## src/ide_timing_consts.svh

```systemverilog
// constants for the ide cycle timing select block
// What this block does
// - upper code bits pick clock, lower speed
// - 16-bit basic cycle: setup, command, recovery counts
// - 8-bit basic command, recovery counts depend on clock only
// - track drive-select bit, switch active timing
// - mode 0: basic table or timing bank 0
// - mode 1: timing bank 1 or bank 0
// - select bits 2 and 3 serve drives 0, 1
// - hidden registers reachable only after unlock
// - relock after programming; then only tracking
// - range bit picks primary or secondary ports
// - strobe is pulse plus one, gap recovery plus two
// - head/drive bit 0 picks bank being loaded
// - basic path strobes last table command count
`ifndef IDE_TIMING_CONSTS_SVH
`define IDE_TIMING_CONSTS_SVH
`define PRI_BASE        10'h1f0
`define SEC_BASE        10'h170
`define OFS_DATA_RD     3'h0
`define OFS_DATA_WR     3'h1
`define OFS_UNLOCK      3'h2
`define OFS_TSEL        3'h3
`define OFS_HEAD        3'h6
`define OFS_RELOCK      3'h7
`define HEAD_DRIVE_BIT  4
`define HEAD_BANK_BIT   0
`define TSEL_MODE_BIT   7
`define TSEL_DRV0_BIT   2
`define TSEL_DRV1_BIT   3
`define TSEL_RESET      8'h00
`define BANK_RESET      8'h00
`define UNLOCK_VALUE    8'h5a
`define UNLOCK_WRITES   2
`define PULSE_ADD       5'd1
`define RECOV_ADD       5'd2
`define ENH_SETUP       5'd1
`endif

```

## src/ide_timing_pkg.sv

```systemverilog
// types for the ide cycle timing select block
package ide_timing_pkg;
    typedef struct packed {
        logic [4:0] setup;
        logic [4:0] cmd;
        logic [4:0] rec;
    } timing_t;
    typedef struct packed {
        logic       wr;
        logic [9:0] addr;
        logic [7:0] data;
    } io_write_t;
    typedef struct packed {
        logic [7:0] rd;
        logic [7:0] wr;
    } bank_t;
    typedef enum logic [1:0] {
        ST_IDLE,
        ST_SETUP,
        ST_CMD,
        ST_RECOV
    } cycle_state_t;
endpackage

```

## src/ide_unlock_detect.sv

```systemverilog
// unlock detector for the hidden timing registers
`timescale 1ns/100ps
`include "ide_timing_consts.svh"
module ide_unlock_detect #(
    parameter logic [7:0] UNLOCK_VALUE  = `UNLOCK_VALUE,
    parameter int         UNLOCK_WRITES = `UNLOCK_WRITES
) (
    input  wire logic       sys_clk_i,
    input  wire logic       sys_rst_i,
    input  wire logic       hit_i,
    input  wire logic [2:0] offset_i,
    input  wire logic [7:0] data_i,
    output logic            unlocked_o
);
    logic [3:0] match_cnt_reg;
    logic       unlocked_reg;
    logic       key_hit;

    assign key_hit    = hit_i && offset_i == `OFS_UNLOCK
                        && data_i == UNLOCK_VALUE;
    assign unlocked_o = unlocked_reg;

    // any other access in the range breaks the key sequence
    always_ff @(posedge sys_clk_i) begin
        if (sys_rst_i) begin
            match_cnt_reg <= 4'h0;
        end else if (hit_i) begin
            match_cnt_reg <= key_hit ? match_cnt_reg + 4'h1 : 4'h0;
        end
    end

    always_ff @(posedge sys_clk_i) begin
        if (sys_rst_i) begin
            unlocked_reg <= 1'b0;
        end else if (hit_i && offset_i == `OFS_RELOCK) begin
            unlocked_reg <= 1'b0;
        end else if (key_hit
                     && match_cnt_reg == 4'(UNLOCK_WRITES - 1)) begin
            unlocked_reg <= 1'b1;
        end
    end
endmodule

```

## src/ide_cycle_timing_select.sv

```systemverilog
// ide cycle timing selection and strobe generation
`timescale 1ns/100ps
`include "ide_timing_consts.svh"
module ide_cycle_timing_select #(
    parameter logic [7:0] UNLOCK_VALUE  = `UNLOCK_VALUE,
    parameter int         UNLOCK_WRITES = `UNLOCK_WRITES
) (
    input  wire logic                      sys_clk_i,
    input  wire logic                      sys_rst_i,
    input  wire ide_timing_pkg::io_write_t host_wr_i,
    input  wire logic [3:0]                basic_timing_i,
    input  wire logic                      port_range_sel_i,
    input  wire logic                      cycle_req_i,
    input  wire logic                      cycle_read_i,
    input  wire logic                      cycle_wide_i,
    output logic                           cycle_busy_o,
    output logic                           cycle_done_o,
    output logic                           drive_read_strobe_n_o,
    output logic                           drive_write_strobe_n_o,
    output logic                           active_drive_o,
    output logic                           hidden_open_o,
    output logic [7:0]                     timing_select_o
);
    ide_timing_pkg::cycle_state_t state_reg;
    ide_timing_pkg::timing_t      cur_reg;
    ide_timing_pkg::timing_t      chosen;
    ide_timing_pkg::bank_t        bank0_reg;
    ide_timing_pkg::bank_t        bank1_reg;
    ide_timing_pkg::bank_t        bank_used;
    logic [7:0]                   tsel_reg;
    logic                         drive_reg;
    logic                         load_bank_reg;
    logic [4:0]                   cnt_reg;
    logic                         rd_n_reg;
    logic                         wr_n_reg;
    logic                         done_reg;
    logic                         hit;
    logic [2:0]                   offset;
    logic                         unlocked;
    logic                         src_bit;
    logic                         start;
    logic [7:0]                   bank_byte;
    logic [4:0]                   low_cnt_reg;
    logic [9:0]                   range_base;

    // ------------------------------------------------------------
    // basic timing table
    // ------------------------------------------------------------
    function automatic ide_timing_pkg::timing_t basic_timing(
        input logic [3:0] code,
        input logic       wide
    );
        ide_timing_pkg::timing_t t;
        t = '0;
        // code[3:2] is the clock group, code[1:0] the speed
        unique case (code)
            4'h0: t = '{5'd4, 5'd9, 5'd17};
            4'h1: t = '{5'd3, 5'd7, 5'd10};
            4'h2: t = '{5'd2, 5'd6, 5'd4};
            4'h3: t = '{5'd2, 5'd5, 5'd2};
            4'h4: t = '{5'd3, 5'd7, 5'd14};
            4'h5: t = '{5'd3, 5'd6, 5'd7};
            4'h6: t = '{5'd2, 5'd5, 5'd3};
            4'h7: t = '{5'd2, 5'd4, 5'd2};
            4'h8: t = '{5'd3, 5'd6, 5'd11};
            4'h9: t = '{5'd2, 5'd5, 5'd6};
            4'ha: t = '{5'd2, 5'd4, 5'd2};
            4'hb: t = '{5'd1, 5'd3, 5'd2};
            4'hc: t = '{5'd2, 5'd5, 5'd8};
            4'hd: t = '{5'd2, 5'd4, 5'd4};
            4'he: t = '{5'd1, 5'd3, 5'd2};
            4'hf: t = '{5'd1, 5'd2, 5'd2};
        endcase
        // 8-bit cycles keep the setup of the entry
        if (!wide) begin
            unique case (code[3:2])
                2'h0: begin t.cmd = 5'd15; t.rec = 5'd14; end
                2'h1: begin t.cmd = 5'd12; t.rec = 5'd11; end
                2'h2: begin t.cmd = 5'd10; t.rec = 5'd9;  end
                2'h3: begin t.cmd = 5'd8;  t.rec = 5'd6;  end
            endcase
        end
        return t;
    endfunction

    // ------------------------------------------------------------
    // port decode and unlock
    // ------------------------------------------------------------
    assign range_base = port_range_sel_i ? `SEC_BASE : `PRI_BASE;
    assign hit        = host_wr_i.wr
                        && host_wr_i.addr[9:3] == range_base[9:3];
    assign offset = host_wr_i.addr[2:0];

    ide_unlock_detect #(
        .UNLOCK_VALUE  (UNLOCK_VALUE),
        .UNLOCK_WRITES (UNLOCK_WRITES)
    ) u_unlock (
        .sys_clk_i  (sys_clk_i),
        .sys_rst_i  (sys_rst_i),
        .hit_i      (hit),
        .offset_i   (offset),
        .data_i     (host_wr_i.data),
        .unlocked_o (unlocked)
    );

    // ------------------------------------------------------------
    // drive tracking and hidden registers
    // ------------------------------------------------------------
    // the head/drive port is always watched, locked or not
    always_ff @(posedge sys_clk_i) begin
        if (sys_rst_i) begin
            drive_reg     <= 1'b0;
            load_bank_reg <= 1'b0;
        end else if (hit && offset == `OFS_HEAD) begin
            drive_reg     <= host_wr_i.data[`HEAD_DRIVE_BIT];
            load_bank_reg <= host_wr_i.data[`HEAD_BANK_BIT];
        end
    end

    always_ff @(posedge sys_clk_i) begin
        if (sys_rst_i) begin
            tsel_reg <= `TSEL_RESET;
        end else if (unlocked && hit && offset == `OFS_TSEL) begin
            tsel_reg <= host_wr_i.data;
        end
    end

    always_ff @(posedge sys_clk_i) begin
        if (sys_rst_i) begin
            bank0_reg <= '{`BANK_RESET, `BANK_RESET};
            bank1_reg <= '{`BANK_RESET, `BANK_RESET};
        end else if (unlocked && hit) begin
            if (offset == `OFS_DATA_RD) begin
                if (load_bank_reg) bank1_reg.rd <= host_wr_i.data;
                else               bank0_reg.rd <= host_wr_i.data;
            end
            if (offset == `OFS_DATA_WR) begin
                if (load_bank_reg) bank1_reg.wr <= host_wr_i.data;
                else               bank0_reg.wr <= host_wr_i.data;
            end
        end
    end

    // ------------------------------------------------------------
    // timing source choice
    // ------------------------------------------------------------
    // select bit 0 takes the first source of the pair, 1 takes bank 0
    assign src_bit = drive_reg ? tsel_reg[`TSEL_DRV1_BIT]
                               : tsel_reg[`TSEL_DRV0_BIT];
    assign bank_used = src_bit ? bank0_reg : bank1_reg;
    assign bank_byte = cycle_read_i ? bank_used.rd : bank_used.wr;

    always_comb begin
        chosen = basic_timing(basic_timing_i, cycle_wide_i);
        if (src_bit || tsel_reg[`TSEL_MODE_BIT]) begin
            chosen.setup = `ENH_SETUP;
            chosen.cmd   = {1'b0, bank_byte[7:4]} + `PULSE_ADD;
            chosen.rec   = {1'b0, bank_byte[3:0]} + `RECOV_ADD;
        end
    end

    // ------------------------------------------------------------
    // cycle sequencer
    // ------------------------------------------------------------
    assign start = cycle_req_i && state_reg == ide_timing_pkg::ST_IDLE;

    always_ff @(posedge sys_clk_i) begin
        if (sys_rst_i) begin
            state_reg <= ide_timing_pkg::ST_IDLE;
            cur_reg   <= '0;
            cnt_reg   <= 5'd0;
            rd_n_reg  <= 1'b1;
            wr_n_reg  <= 1'b1;
            done_reg  <= 1'b0;
        end else begin
            done_reg <= 1'b0;
            unique case (state_reg)
                ide_timing_pkg::ST_IDLE: begin
                    if (cycle_req_i) begin
                        cur_reg   <= chosen;
                        cnt_reg   <= chosen.setup - 5'd1;
                        state_reg <= ide_timing_pkg::ST_SETUP;
                    end
                end
                ide_timing_pkg::ST_SETUP: begin
                    if (cnt_reg == 5'd0) begin
                        cnt_reg   <= cur_reg.cmd - 5'd1;
                        state_reg <= ide_timing_pkg::ST_CMD;
                        rd_n_reg  <= !cycle_read_i;
                        wr_n_reg  <= cycle_read_i;
                    end else begin
                        cnt_reg <= cnt_reg - 5'd1;
                    end
                end
                ide_timing_pkg::ST_CMD: begin
                    if (cnt_reg == 5'd0) begin
                        cnt_reg   <= cur_reg.rec - 5'd1;
                        state_reg <= ide_timing_pkg::ST_RECOV;
                        rd_n_reg  <= 1'b1;
                        wr_n_reg  <= 1'b1;
                    end else begin
                        cnt_reg <= cnt_reg - 5'd1;
                    end
                end
                ide_timing_pkg::ST_RECOV: begin
                    if (cnt_reg == 5'd0) begin
                        state_reg <= ide_timing_pkg::ST_IDLE;
                        done_reg  <= 1'b1;
                    end else begin
                        cnt_reg <= cnt_reg - 5'd1;
                    end
                end
            endcase
        end
    end

    assign cycle_busy_o           = state_reg != ide_timing_pkg::ST_IDLE;
    assign cycle_done_o           = done_reg;
    assign drive_read_strobe_n_o  = rd_n_reg;
    assign drive_write_strobe_n_o = wr_n_reg;
    assign active_drive_o         = drive_reg;
    assign hidden_open_o          = unlocked;
    assign timing_select_o        = tsel_reg;

    // ------------------------------------------------------------
    // checks
    // ------------------------------------------------------------
    always_ff @(posedge sys_clk_i) begin
        if (sys_rst_i || (rd_n_reg && wr_n_reg)) begin
            low_cnt_reg <= 5'd0;
        end else begin
            low_cnt_reg <= low_cnt_reg + 5'd1;
        end
    end
endmodule

```

## config.mk

```make
export PLATFORM = sky130hd
export DESIGN_NAME = ide_cycle_timing_select
export DESIGN_NICKNAME = d
export VERILOG_FILES = /design/src/ide_timing_pkg.sv /design/src/ide_unlock_detect.sv /design/src/ide_cycle_timing_select.sv
export VERILOG_INCLUDE_DIRS = /design/src
export SDC_FILE = /design/constraint.sdc
export NUM_CORES = 1
export LEC_CHECK = 0
export BUFFER_PORTS_ARGS = -buffer_cell sky130_fd_sc_hd__buf_2
export CAP_MARGIN = 10
export CELL_PAD_IN_SITES_DETAIL_PLACEMENT = 1
export CELL_PAD_IN_SITES_GLOBAL_PLACEMENT = 1
export CORE_ASPECT_RATIO = 0.75
export CORE_MARGIN = 2
export CORE_UTILIZATION = 47
export CTS_BUF_LIST = sky130_fd_sc_hd__clkbuf_8
export CTS_CLUSTER_SIZE = 30
export DETAILED_ROUTE_END_ITERATION = 8
export PLACE_DENSITY_LB_ADDON = 0.1
export SYNTH_ARGS = -nofsm -noshare
export SYNTH_HDL_FRONTEND = slang
export SYNTH_HIERARCHICAL = 1
export SYNTH_SLANG_ARGS = --single-unit
```

## constraint.sdc

```tcl
create_clock -name sys_clk_i -period 3.1 [get_ports sys_clk_i]
set_input_delay 0 -clock sys_clk_i [delete_from_list [all_inputs] [get_ports sys_clk_i]]
set_output_delay 0 -clock sys_clk_i [all_outputs]
set_load 0.01 [all_outputs]
```

Word level (Yosys, flattened, before mapping)
Memories as Yosys holds them, arrays and structs flattened.
Cells that the tools add are included.
W data, S select, Z words.
{ "classes": {"add_sub_neg": 7, "n_mul": 0, "div_mod_pow": 0, "n_lt_le_gt_ge": 0, "n_eq_ne": 19, "shift": 0, "n_mux": 24, "n_bitwise": 2, "reduce_logical": 26} }
{ "ops": {"columns": ["cell", "n"], "rows": [
  ["$pmux W10 S4", 1],
  ["$mux W5", 4],
  ["$pmux W5 S4", 1],
  ["$sub A5 B1 Y5 const B", 4],
  ["$mux W16", 1],
  ["$mux W8", 2],
  ["$mux W15", 1],
  ["$reduce_and A3 Y1", 5],
  ["$mux W10", 1],
  ["$ne A2 B2 Y1 const B", 5],
  ["$eq A2 B2 Y1 const B", 4],
  ["$eq A8 B7 Y1 const B", 1],
  ["$logic_and A1 B1 Y1", 8],
  ["$mux W2", 4],
  ["$pmux W2 S4", 1],
  ["$eq A7 B6 Y1", 1],
  ["$eq A3 B2 Y1 const B", 2],
  ["$eq A3 B3 Y1 const B", 2],
  ["$add A4 B1 Y5 const B", 1],
  ["$add A4 B2 Y5 const B", 1],
  ["$logic_not A5 Y1", 1],
  ["$mux W1", 5],
  ["$add A4 B1 Y4 const B", 1],
  ["$eq A2 B1 Y1 const B", 2],
  ["13 further kinds", 19]
]} }
{ "word_totals": {"ff_bits": 67, "latchBits": 0, "mem_bits_rw": 0, "rom_bits": 192, "input_bits": 29, "output_inout_bits": 14, "elab_cells": 95, "mem_count": 1} }
{ "mem_list": {"columns": ["name", "words", "word_bits", "read_ports", "rd_ports_with_merged_regs", "wr", "line", "source"], "rows": [
  ["(name not given)", 16, 12, 1, 0, 0, "ide_cycle_timing_select.sv:56", "unique case (code)"]
]} }

Longest topological paths before layout
Gate-level depths: netlist of run 1.
{ "logic_depth": {"word_depth": 8, "ltp_mapped": 10, "mapped_depth_nobuf": 10} }

By module
The synthesis of run 1 kept the hierarchy.
{ "modules_own_cells": {"columns": ["mod", "n_inst", "cells_per_inst", "area_each_um2", "seq_area_each_um2"], "rows": [
  ["ide_cycle_timing_select", 1, 382, 3502.1, 1241.2],
  ["ide_unlock_detect", 1, 29, 329.1, 100.1]
]} }

Worst setup path before layout of run 1
OpenSTA, ideal clock, no wires.
{ "synth_path": {"kind": "register -> register", "start": "register drive_reg (netlist: active_drive_o)", "end": "register cnt_reg[2]", "setup_time_ns": 0.070, "arrival_ns": 2.199, "required_ns": 3.030, "path_slack_ns": 0.831, "stages_incl_launch_ff": 10, "n_path_buf": 1, "synth_period_minus_slack_ns": 2.269, "path_cell_list": "dfxtp_1 mux2i_4 nand2b_1 clkbuf_1 a311o_1 ha_1 ha_1 a21oi_1 o21ai_0 a21oi_1"} }
{ "synth_via": {"elab_chain_len": 6} }
{ "synth_lines": {"columns": ["item", "line", "source"], "rows": [
  ["from (decl)", "ide_cycle_timing_select.sv:31", "logic drive_reg;"],
  ["from (signal assigned)", "ide_cycle_timing_select.sv:115", "drive_reg <= host_wr_i.data[`HEAD_DRIVE_BIT];"],
  ["$mux W1", "ide_cycle_timing_select.sv:148", "assign src_bit = drive_reg ? tsel_reg[`TSEL_DRV1_BIT]"],
  ["$logic_or A1 B1 Y1", "ide_cycle_timing_select.sv:155", "if (src_bit || tsel_reg[`TSEL_MODE_BIT]) begin"],
  ["$mux W15", "ide_cycle_timing_select.sv:155", null],
  ["$sub A5 B1 Y5", "ide_cycle_timing_select.sv:181", "cnt_reg <= chosen.setup - 5'd1;"],
  ["$mux W5", "ide_cycle_timing_select.sv:179", "if (cycle_req_i) begin"],
  ["$pmux W5 S4", "ide_cycle_timing_select.sv:177", "unique case (state_reg)"],
  ["to (signal assigned)", "ide_cycle_timing_select.sv:181", null],
  ["to (signal assigned)", "ide_cycle_timing_select.sv:187", "cnt_reg <= cur_reg.cmd - 5'd1;"],
  ["to (signal assigned)", "ide_cycle_timing_select.sv:192", "cnt_reg <= cnt_reg - 5'd1;"],
  ["to (decl)", "ide_cycle_timing_select.sv:33", "logic [4:0] cnt_reg;"]
]} }
Every way passes these cells. The select of a mux whose other input is x is not followed.
A chain may end at the register's enable or synchronous reset.

Worst setup path in the final report of run 1
Ends and elaborated chain as after synthesis.

==> results_dict.tcl, run 1 <==
set metrics [dict create \
    synthTopCellsByArea "dfxtp_1, mux2i_1, ha_1, nor2_1, mux4_2" \
    post_dp_cell_area_um2 4085 \
    seq_area_frac_synth_pct 35.01 \
    critPathCaptureType "register" \
    antenna_found_initial 0 \
    grt_pass1_wl_um 16770 \
    synth_nets 463 \
    routed_wl_um 10270 \
    clock_sinks 67 \
    leakagePower_nw 1.855 \
    hold_start "host_wr_i[7]" \
    ant_nets 0 \
    dp_hpwl_um 7440 \
    finalMaxSlewViolations 0 \
    worstMarginPinSlew_ps 869.8 \
    startpoint "active_drive_o" \
    max_freq_mhz 435.4 \
    remaining_drc_errors 0 \
    min_period_ps 2297 \
    synthCells 411 \
    synth_area_per_cell_um2 9.322 \
    netlist.area_leader.share_pct 35.01 \
    gp_congestion 0.7891 \
    clk_latency_ps 340 \
    worstSetupPathType "reg2reg" \
    core_um2 7883 \
    start_util_pct 48.60 \
    ys_seq_elements 67 \
    drt_iter0_markers 143 \
    area_growth_pct 12.70 \
    final-setup-viol-count 0 \
    slew_headroom_pct 42.02 \
    arrival_ps 2560 \
    async_flop_share_pct 0 \
    cp-start-kind "register" \
    io_pins 43 \
    wl_per_cell_um 18.34 \
    grt-ovfl-total 0 \
    die_area_um2 8897 \
    port_buffers 42 \
    ir_drop_mv 0.4755 \
    stdcell_area_um2 4318 \
    pwr_density_cell_nw_per_um2 603.8 \
    die_h_um 82.19 \
    post_cts_buffers 0 \
    layout.nets 502 \
    yosysUniqueCellTypes 63 \
    skew_ps 9.128 \
    vias_per_cell 5.602 \
    cp.required_ps 3370 \
    grt_use_total_pct 24.84 \
    yosysWarnings 6 \
    tns_ps 0 \
    synth_top_area_cell "dfxtp_1" \
    vias 3137 \
    cts-htree-levels 3 \
    crit_fanout 11 \
    cts_tree "yes" \
    cts_buffers 9 \
    status "complete, no violations" \
    synth_flop_cell "dfxtp_1" \
    hold_viol_final 0 \
    grt_start_max_net_pins 43 \
    hold_class "in2reg" \
    finalCritPeriodShare_pct 74.08 \
    rsz0062_at_grt "false" \
    num_antenna_cells 0 \
    root_buffer "clkbuf_8" \
    r2r_start "active_drive_o" \
    clk_pin_slew_worst_paths_ps 80 \
    cap_violations 0 \
    die_width_um 108.3 \
    drive_gt1_share_pct 19.34 \
    clockBufferDepth 2 \
    drtPass1Iterations 4 \
    synth_edf_count 0 \
    synth_area_um2 3831 \
    core.rowCount 28 \
    grt_pass1_vias 3271 \
]
worst paths after layout:
check,end,slack [ps],cells past startpoint
max,cnt_reg[2],800,8
min reg2reg,cur_reg[9],470,2
max reg2reg,cnt_reg[2],800,8
min,bank1_reg[15],10,3
cell usage in the layout (no fill, tap or decap), types with 5 or more instances in the layout:
cell type,count
dfxtp_1,67
nand3_1,7
buf_2,42
o21ai_0,15
inv_1,16
xor2_1,9
mux2i_1,47
ha_1,23
clkbuf_8,9
nand2b_1,6
nor3_1,6
xnor2_1,6
mux4_2,8
nand2_1,26
a211oi_1,5
a21oi_1,18
nor2_1,69
synthesized netlist by cell type (all sizes together) (2+ instances only):
| cell type | count |
|---|---|
| o311ai | 2 |
| nand3b | 4 |
| mux4 | 8 |
| ha | 23 |
| inv | 16 |
| xnor2 | 6 |
| mux2i | 48 |
| nor4 | 3 |
| a311oi | 3 |
| and4bb | 3 |
| a41oi | 2 |
| a22oi | 3 |
| nand3 | 9 |
| clkbuf | 12 |
| buf | 7 |
| nand2b | 7 |
| dfxtp | 67 |
| o211ai | 3 |
| a21oi | 18 |
| nand2 | 26 |
| o21ai | 15 |
| clkinv | 2 |
| and2 | 2 |
| o31ai | 4 |
| o22ai | 3 |
| nor3 | 6 |
| a211oi | 6 |
| or3 | 2 |
| a2111oi | 2 |
| nor3b | 3 |
| nor2 | 69 |
| xor2 | 9 |
through the flow:
stage / total power, mW / hold WS, ps / setup slack (ps) / instances / utilization [%]
detailed placement: 1.864 / 337.8 / 824.2 / 541 / 51.83
finish: 2.607 / 10.42 / 803.4 / 560 / 54.78
global placement: 1.833 / 326.7 / 904.1 / 541 / 51.83
floorplan: 1.625 / 64.65 / 830.6 / 411 / -
CTS: 2.616 / 0.4675 / 798.6 / 560 / 54.78
global route: 2.788 / 9.123 / 643.1 / 560 / 54.78
final cells by class:
cell class              count  area [um^2]
inverters                  18        67.56
clock inverters             7        78.83
well taps                 105        131.4
repair buffers             48        262.8
clock buffers               9        123.9
flip-flops and latches     67         1341
multi-input cells         306         2312
fillers                   921         3565
report_power, final:
| group | switching [mW] | internal, mW | total [mW] |
|---|---|---|---|
| clock | 0.364 | 0.375 | 0.738 |
| sequential | 0.0731 | 0.931 | 1.00 |
| combinational | 0.536 | 0.328 | 0.864 |
| total | 0.973 | 1.63 | 2.61 |
kinds of logic (layout without fill, tap and decap cells):
logic type | count (synthesis) | after routing | share of synthesized area [%]
AO/OA/AOI/OAI | 68 | 68 | 12.25
XOR/XNOR | 15 | 15 | 3.429
adder cells (fa/ha/maj) | 23 | 23 | 7.512
buffers and inverters | 38 | 82 | 4.637
flip-flops | 67 | 67 | 35.01
multiplexers | 56 | 56 | 17.57
AND/OR/NAND/NOR | 144 | 144 | 19.60
metal layers:
metal | vias up | wire, um | track usage [%]
met2 | 65 | 4575 | 40.69
li1 | 1543 | - | -
met5 | - | 0 | 0
met1 | 1521 | 5036 | 33.32
met3 | 8 | 573 | 6.358
met4 | 0 | 87 | 5.513
timing repair:
item / CTS / global route
hold buffers: 3 / 0
hold endpoints to repair: 9 / 0
resized for setup: 0 / 0
worst max-delay path, cell delays in order (launching register included):
cell and delay (ps):
dfxtp_1 410, mux2i_4 280, nand2b_1 280, a311o_1 420, ha_1 190, ha_1 270, a21oi_1 130, o21ai_0 90
a21oi_1 150
(Power assumes the default switching activity.)
==> run 2: changes to the inputs <==
CORE_UTILIZATION = 42   (was 47)
clock period = 2.05 ns   (was 3.1 ns; I/O delays follow)
==> results_dict.tcl, run 2 (synthesis results as in run 1) <==
set metrics [dict create \
    cts-htree-levels 3 \
    path_cells "mux2i_4 -> buf_4 -> mux4_2 -> ha_1 -> xor2_1 -> a221oi_2 -> nor2_1" \
    reg2reg_depth 7 \
    core.rowCount 30 \
    crit_fanout 4 \
    rrSetupSlack_ps 100 \
    grt_start_max_net_pins 40 \
    final_cell_mix "nor2_1, dfxtp_1, mux2i_1, buf_2, nand2_1" \
    dp_slack_ps -40.56 \
    worst_path_max_delay_cell "dfxtp_4" \
    power.switching_mw 1.521 \
    root_buffer "clkbuf_8" \
    io_pins 43 \
    grt_use_total_pct 21.99 \
    port_buffers 42 \
    final_common_cell "nor2_1" \
    critPathCaptureType "register" \
    drt_iter0_markers 129 \
    max_freq_mhz 513.8 \
    clock_sinks 67 \
    startpoint "active_drive_o" \
    r2r_start "active_drive_o" \
    swShare_pct 37.57 \
    ir_drop_mv 0.7955 \
    cts_tree "yes" \
    final_cells 582 \
    dp_hpwl_um 7414 \
    leakagePower_nw 1.936 \
    start_util_pct 42.71 \
    clk_pin_slew_worst_paths_ps 80 \
    routed_wl_um 10130 \
    vias_per_cell 5.435 \
    finalMaxSlewViolations 0 \
    skew_ps 12.15 \
    hold_ws_ps 45.34 \
    clkPwrFrac_pct 28.1 \
    antenna_found_initial 0 \
    r2r-end "cur_reg[7]" \
    slew_headroom_pct 56.05 \
    drtPass1Iterations 4 \
    remaining_drc_errors 0 \
    die_area_um2 9910 \
    p_int_mw 2.527 \
    arrival_ps 2200 \
    pwr_density_cell_nw_per_um2 896.7 \
    min_period_ps 1946 \
    combPwrFrac_pct 34.4 \
    grt_pass1_wl_um 16730 \
    hold_viol_final 0 \
    hold_depth 4 \
    ant_nets 0 \
    hold_start "cycle_req_i" \
    finalCritPeriodShare_pct 94.94 \
    critical-path-max-stage-delay_ps 370 \
    worstSetupPathType "reg2reg" \
    hold_class "in2reg" \
    fin_ws_ps 103.8 \
    worstMarginPinSlew_ps 659.3 \
    final-setup-viol-count 0 \
    gp_congestion 0.8119 \
    seqPwrFrac_pct 37.5 \
    clockBufferDepth 2 \
    area_growth_pct 17.83 \
    core_um2 8971 \
    grt_pass1_vias 3267 \
    layout.nets 517 \
    cap_violations 0 \
    die_h_um 86.71 \
    clk_latency_ps 360 \
    drive_gt1_share_pct 22.13 \
    wl_per_cell_um 17.40 \
    cts_buffers 9 \
    cp-start-kind "register" \
    die_width_um 114.3 \
    holdPathEnd "cnt_reg[2]" \
    grt-ovfl-total 0 \
    rsz0062_at_grt "true" \
    num_antenna_cells 0 \
    status "complete, no violations" \
    cp.required_ps 2300 \
    vias 3163 \
    placed_cells 555 \
]
-- run 2: cell count changes in the layout (fill, tap and decap cells not counted), sizes merged --
cell	before	now
dlygate4sd3	3	9
clkinvlp	3	2
inv	16	18
clkinv	5	4
buf	45	54
-- run 2: how the worst max path moves through the flow --
stage / cells past startpoint / end
floorplan: 9 / cnt_reg[2]
global placement: 7 / cur_reg[2]
detailed placement: 7 / cur_reg[2]
CTS: 7 / cur_reg[8]
global route: 7 / cur_reg[2]
finish: 7 / cur_reg[7]
-- run 2: critical path: cells and delay by family, from the launching register on --
kind | cells | cell delay [ps]
muxes | 2 | 600
DFF | 1 | 370
adders and majority gates | 1 | 230
AOI/OAI and AO/OA | 1 | 230
buffers and inverters | 1 | 170
xor gates and xnor gates | 1 | 170
and+or+nand+nor | 1 | 60
-- run 2: through the flow --
stage / instance area, um^2 / TNS (ps) / total power [mW] / util (%)
floorplan: 3847 / 0 / 2.460 / -
global placement: 4178 / 0 / 2.841 / 46.57
detailed placement: 4178 / -40.56 / 2.888 / 46.57
CTS: 4483 / 0 / 4.065 / 49.97
global route: 4514 / -56.92 / 4.352 / 50.32
finish: 4514 / 0 / 4.048 / 50.32
-- run 2: final cells by class --
cell class,count,area [um^2]
Clock buffer,9,123.9
Timing Repair Buffer,63,415.4
Inverter,18,67.56
Clock inverter,7,76.32
Sequential cell,67,1345
Multi-Input combinational cell,306,2346
Tap cell,112,140.1
Fill cell,1038,4457
-- run 2: repair_timing --
| item | CTS | global route |
|---|---|---|
| buffers inserted | 2 | 0 |
| cloned | 0 | 0 |
| pin swaps | 0 | 2 |
| resized for setup | 0 | 7 |
| hold endpoints to repair | 38 | 0 |
| hold buffers | 9 | 0 |
| endpoints found under the setup margin | 2 | 4 |
-- run 2: layer usage --
layer	routed length [um]	up-vias	GRT usage (%)
met3	369	9	4.825
met4	136	0	6.874
li1	-	1572	-
met5	0	-	0
met2	4488	42	33.93
met1	5132	1540	30.78
-- run 2: power groups by stage --
stage | Sequential (mW) | Clock [mW] | Combinational, mW
2_1_floorplan | 1.52 | 0 | 0.942
3_3_place_gp | 1.54 | 0 | 1.30
3_5_place_dp | 1.55 | 0 | 1.34
4_1_cts | 1.52 | 1.18 | 1.36
5_1_grt | 1.53 | 1.23 | 1.58
6_report | 1.52 | 1.14 | 1.39
==> run 3: changes to the inputs <==
CORE_UTILIZATION = 50   (was 42)
clock period = 2.4 ns   (was 2.05 ns; I/O delays follow)
==> results_dict.tcl, run 3 (synthesis results as in run 1) <==
set metrics [dict create \
    die_width_um 105.1 \
    vias 3259 \
    total_power_mw 3.544 \
    final-setup-viol-count 0 \
    core.rowCount 27 \
    post_cts_resized 0 \
    top_layer "met4" \
    die_area_um2 8386 \
    cts_buffers 9 \
    area_growth_pct 14.50 \
    remaining_drc_errors 0 \
    status "complete, no violations" \
    post_dp_cell_area_um2 4110 \
    tns_ps 0 \
    wl_met2_um 4721 \
    hold_viol_final 0 \
    arrival_ps 2420 \
    cp.required_ps 2610 \
    cap_violations 0 \
    final_common_cell "nor2_1" \
    routed_wl_um 10780 \
    grt_start_max_net_pins 49 \
    hold_buffers 4 \
    fin_ws_ps 185.0 \
    port_buffers 42 \
    worstSetupPathType "reg2reg" \
    cp-start-kind "register" \
    max_freq_mhz 451.5 \
    worstMarginPinSlew_ps 951.1 \
    crit_fanout 4 \
    vias_per_cell 5.799 \
    n_fill_cell 858 \
    cts_tree "yes" \
    pwr_density_cell_nw_per_um2 807.9 \
    ant_nets 0 \
    antenna_found_initial 0 \
    worst_path_max_delay_cell "dfxtp_1" \
    post_cts_buffers 0 \
    stdcell_area_um2 4387 \
    drt_iter0_markers 200 \
    grt_pass1_vias 3210 \
    die_h_um 79.81 \
    dp_slack_ps 284.3 \
    clockBufferDepth 2 \
    slew_headroom_pct 36.59 \
    min_period_ps 2215 \
    final_cell_mix "nor2_1, dfxtp_1, mux2i_1, buf_2, nand2_1" \
    num_antenna_cells 0 \
    finalMaxSlewViolations 0 \
    root_buffer "clkbuf_8" \
    layout.nets 508 \
    rsz0062_at_grt "false" \
    skew_ps 3.278 \
    leakagePower_nw 1.898 \
    clk_pin_slew_worst_paths_ps 80 \
    clock_sinks 67 \
    gp_congestion 0.8804 \
    grt-ovfl-total 0 \
    grt_use_total_pct 26.56 \
    critPathCaptureType "register" \
    core_um2 7398 \
    start_util_pct 51.78 \
    grt_pass1_wl_um 17240 \
    cts-htree-levels 3 \
    r2r_start "active_drive_o" \
    drive_gt1_share_pct 19.96 \
    drtPass1Iterations 4 \
    hold_start "host_wr_i[1]" \
    hold_class "in2reg" \
    routed-wl-met3_um 605 \
    ir_drop_mv 0.5739 \
    finalCritPeriodShare_pct 92.29 \
    dp_hpwl_um 7632 \
    startpoint "active_drive_o" \
    wl_met1_um 5355 \
    clk_latency_ps 350 \
    io_pins 43 \
    path_cells "mux2i_4 -> buf_4 -> mux4_2 -> ha_1 -> xor2_1 -> a221oi_1 -> nor2_1" \
    critical-path-max-stage-delay_ps 430 \
    wl_per_cell_um 19.17 \
]
## run 3: changes by cell type in the layout (fill, tap and decap cells not counted), moves of 2 or more
| cell | previous run | this run |
|---|---|---|
| buf_12 | 2 | 0 |
| buf_4 | 10 | 7 |
| dlygate4sd3_1 | 9 | 5 |
| ha_1 | 21 | 23 |
| inv_6 | 2 | 0 |
| o21ai_0 | 13 | 15 |
| o21ai_1 | 2 | 0 |
## run 3: worst paths after layout
kind | endpoint | slack (ps) | cells past startpoint
min | bank1_reg[9] | 6 | 3
max | cur_reg[7] | 190 | 7
min reg2reg | cur_reg[1] | 480 | 2
max reg2reg | cur_reg[7] | 190 | 7
## run 3: final cells by class
cell class	instances	area [um^2]	share of cell area [%]
multi-input combinational	306	2312	52.71
sequential	67	1341	30.58
timing repair buffer	54	312.8	7.131
clock buffer	10	137.6	3.137
tap	101	126.4	2.881
clock inverter	6	88.84	2.025
inverter	18	67.56	1.540
## run 3: stage by stage
| stage | cells | util (%) | hold WS (ps) |
|---|---|---|---|
| 5_1_grt | 562 | 59.29 | 9.112 |
| 6_report | 562 | 59.29 | 5.898 |
| 4_1_cts | 561 | 59.16 | 1.355 |
| 3_3_place_gp | 541 | 55.56 | 328.6 |
| 2_1_floorplan | 411 | - | 64.65 |
| 3_5_place_dp | 541 | 55.56 | 337.0 |
## run 3: critical path, delay by kind of cell, from the launching register on
kind,cells,cell delay [ps]
buffers and inverters,1,170
adders and majority gates,1,240
muxes,2,640
AOI/OAI and AO/OA,1,330
and+or+nand+nor,1,70
xor gates and xnor gates,1,180
DFF,1,430
## run 3: layer usage
metal	track usage, %	vias up
li1	-	1545
met1	38.03	1622
met2	40.78	84
met3	6.857	8
met4	4.533	0
met5	0	-
## run 3: power by group
group / switching, mW / internal, mW / total [mW]
Sequential: 0.0975 / 1.20 / 1.30
Combinational: 0.711 / 0.445 / 1.16
Clock: 0.474 / 0.613 / 1.09
Total: 1.28 / 2.26 / 3.54
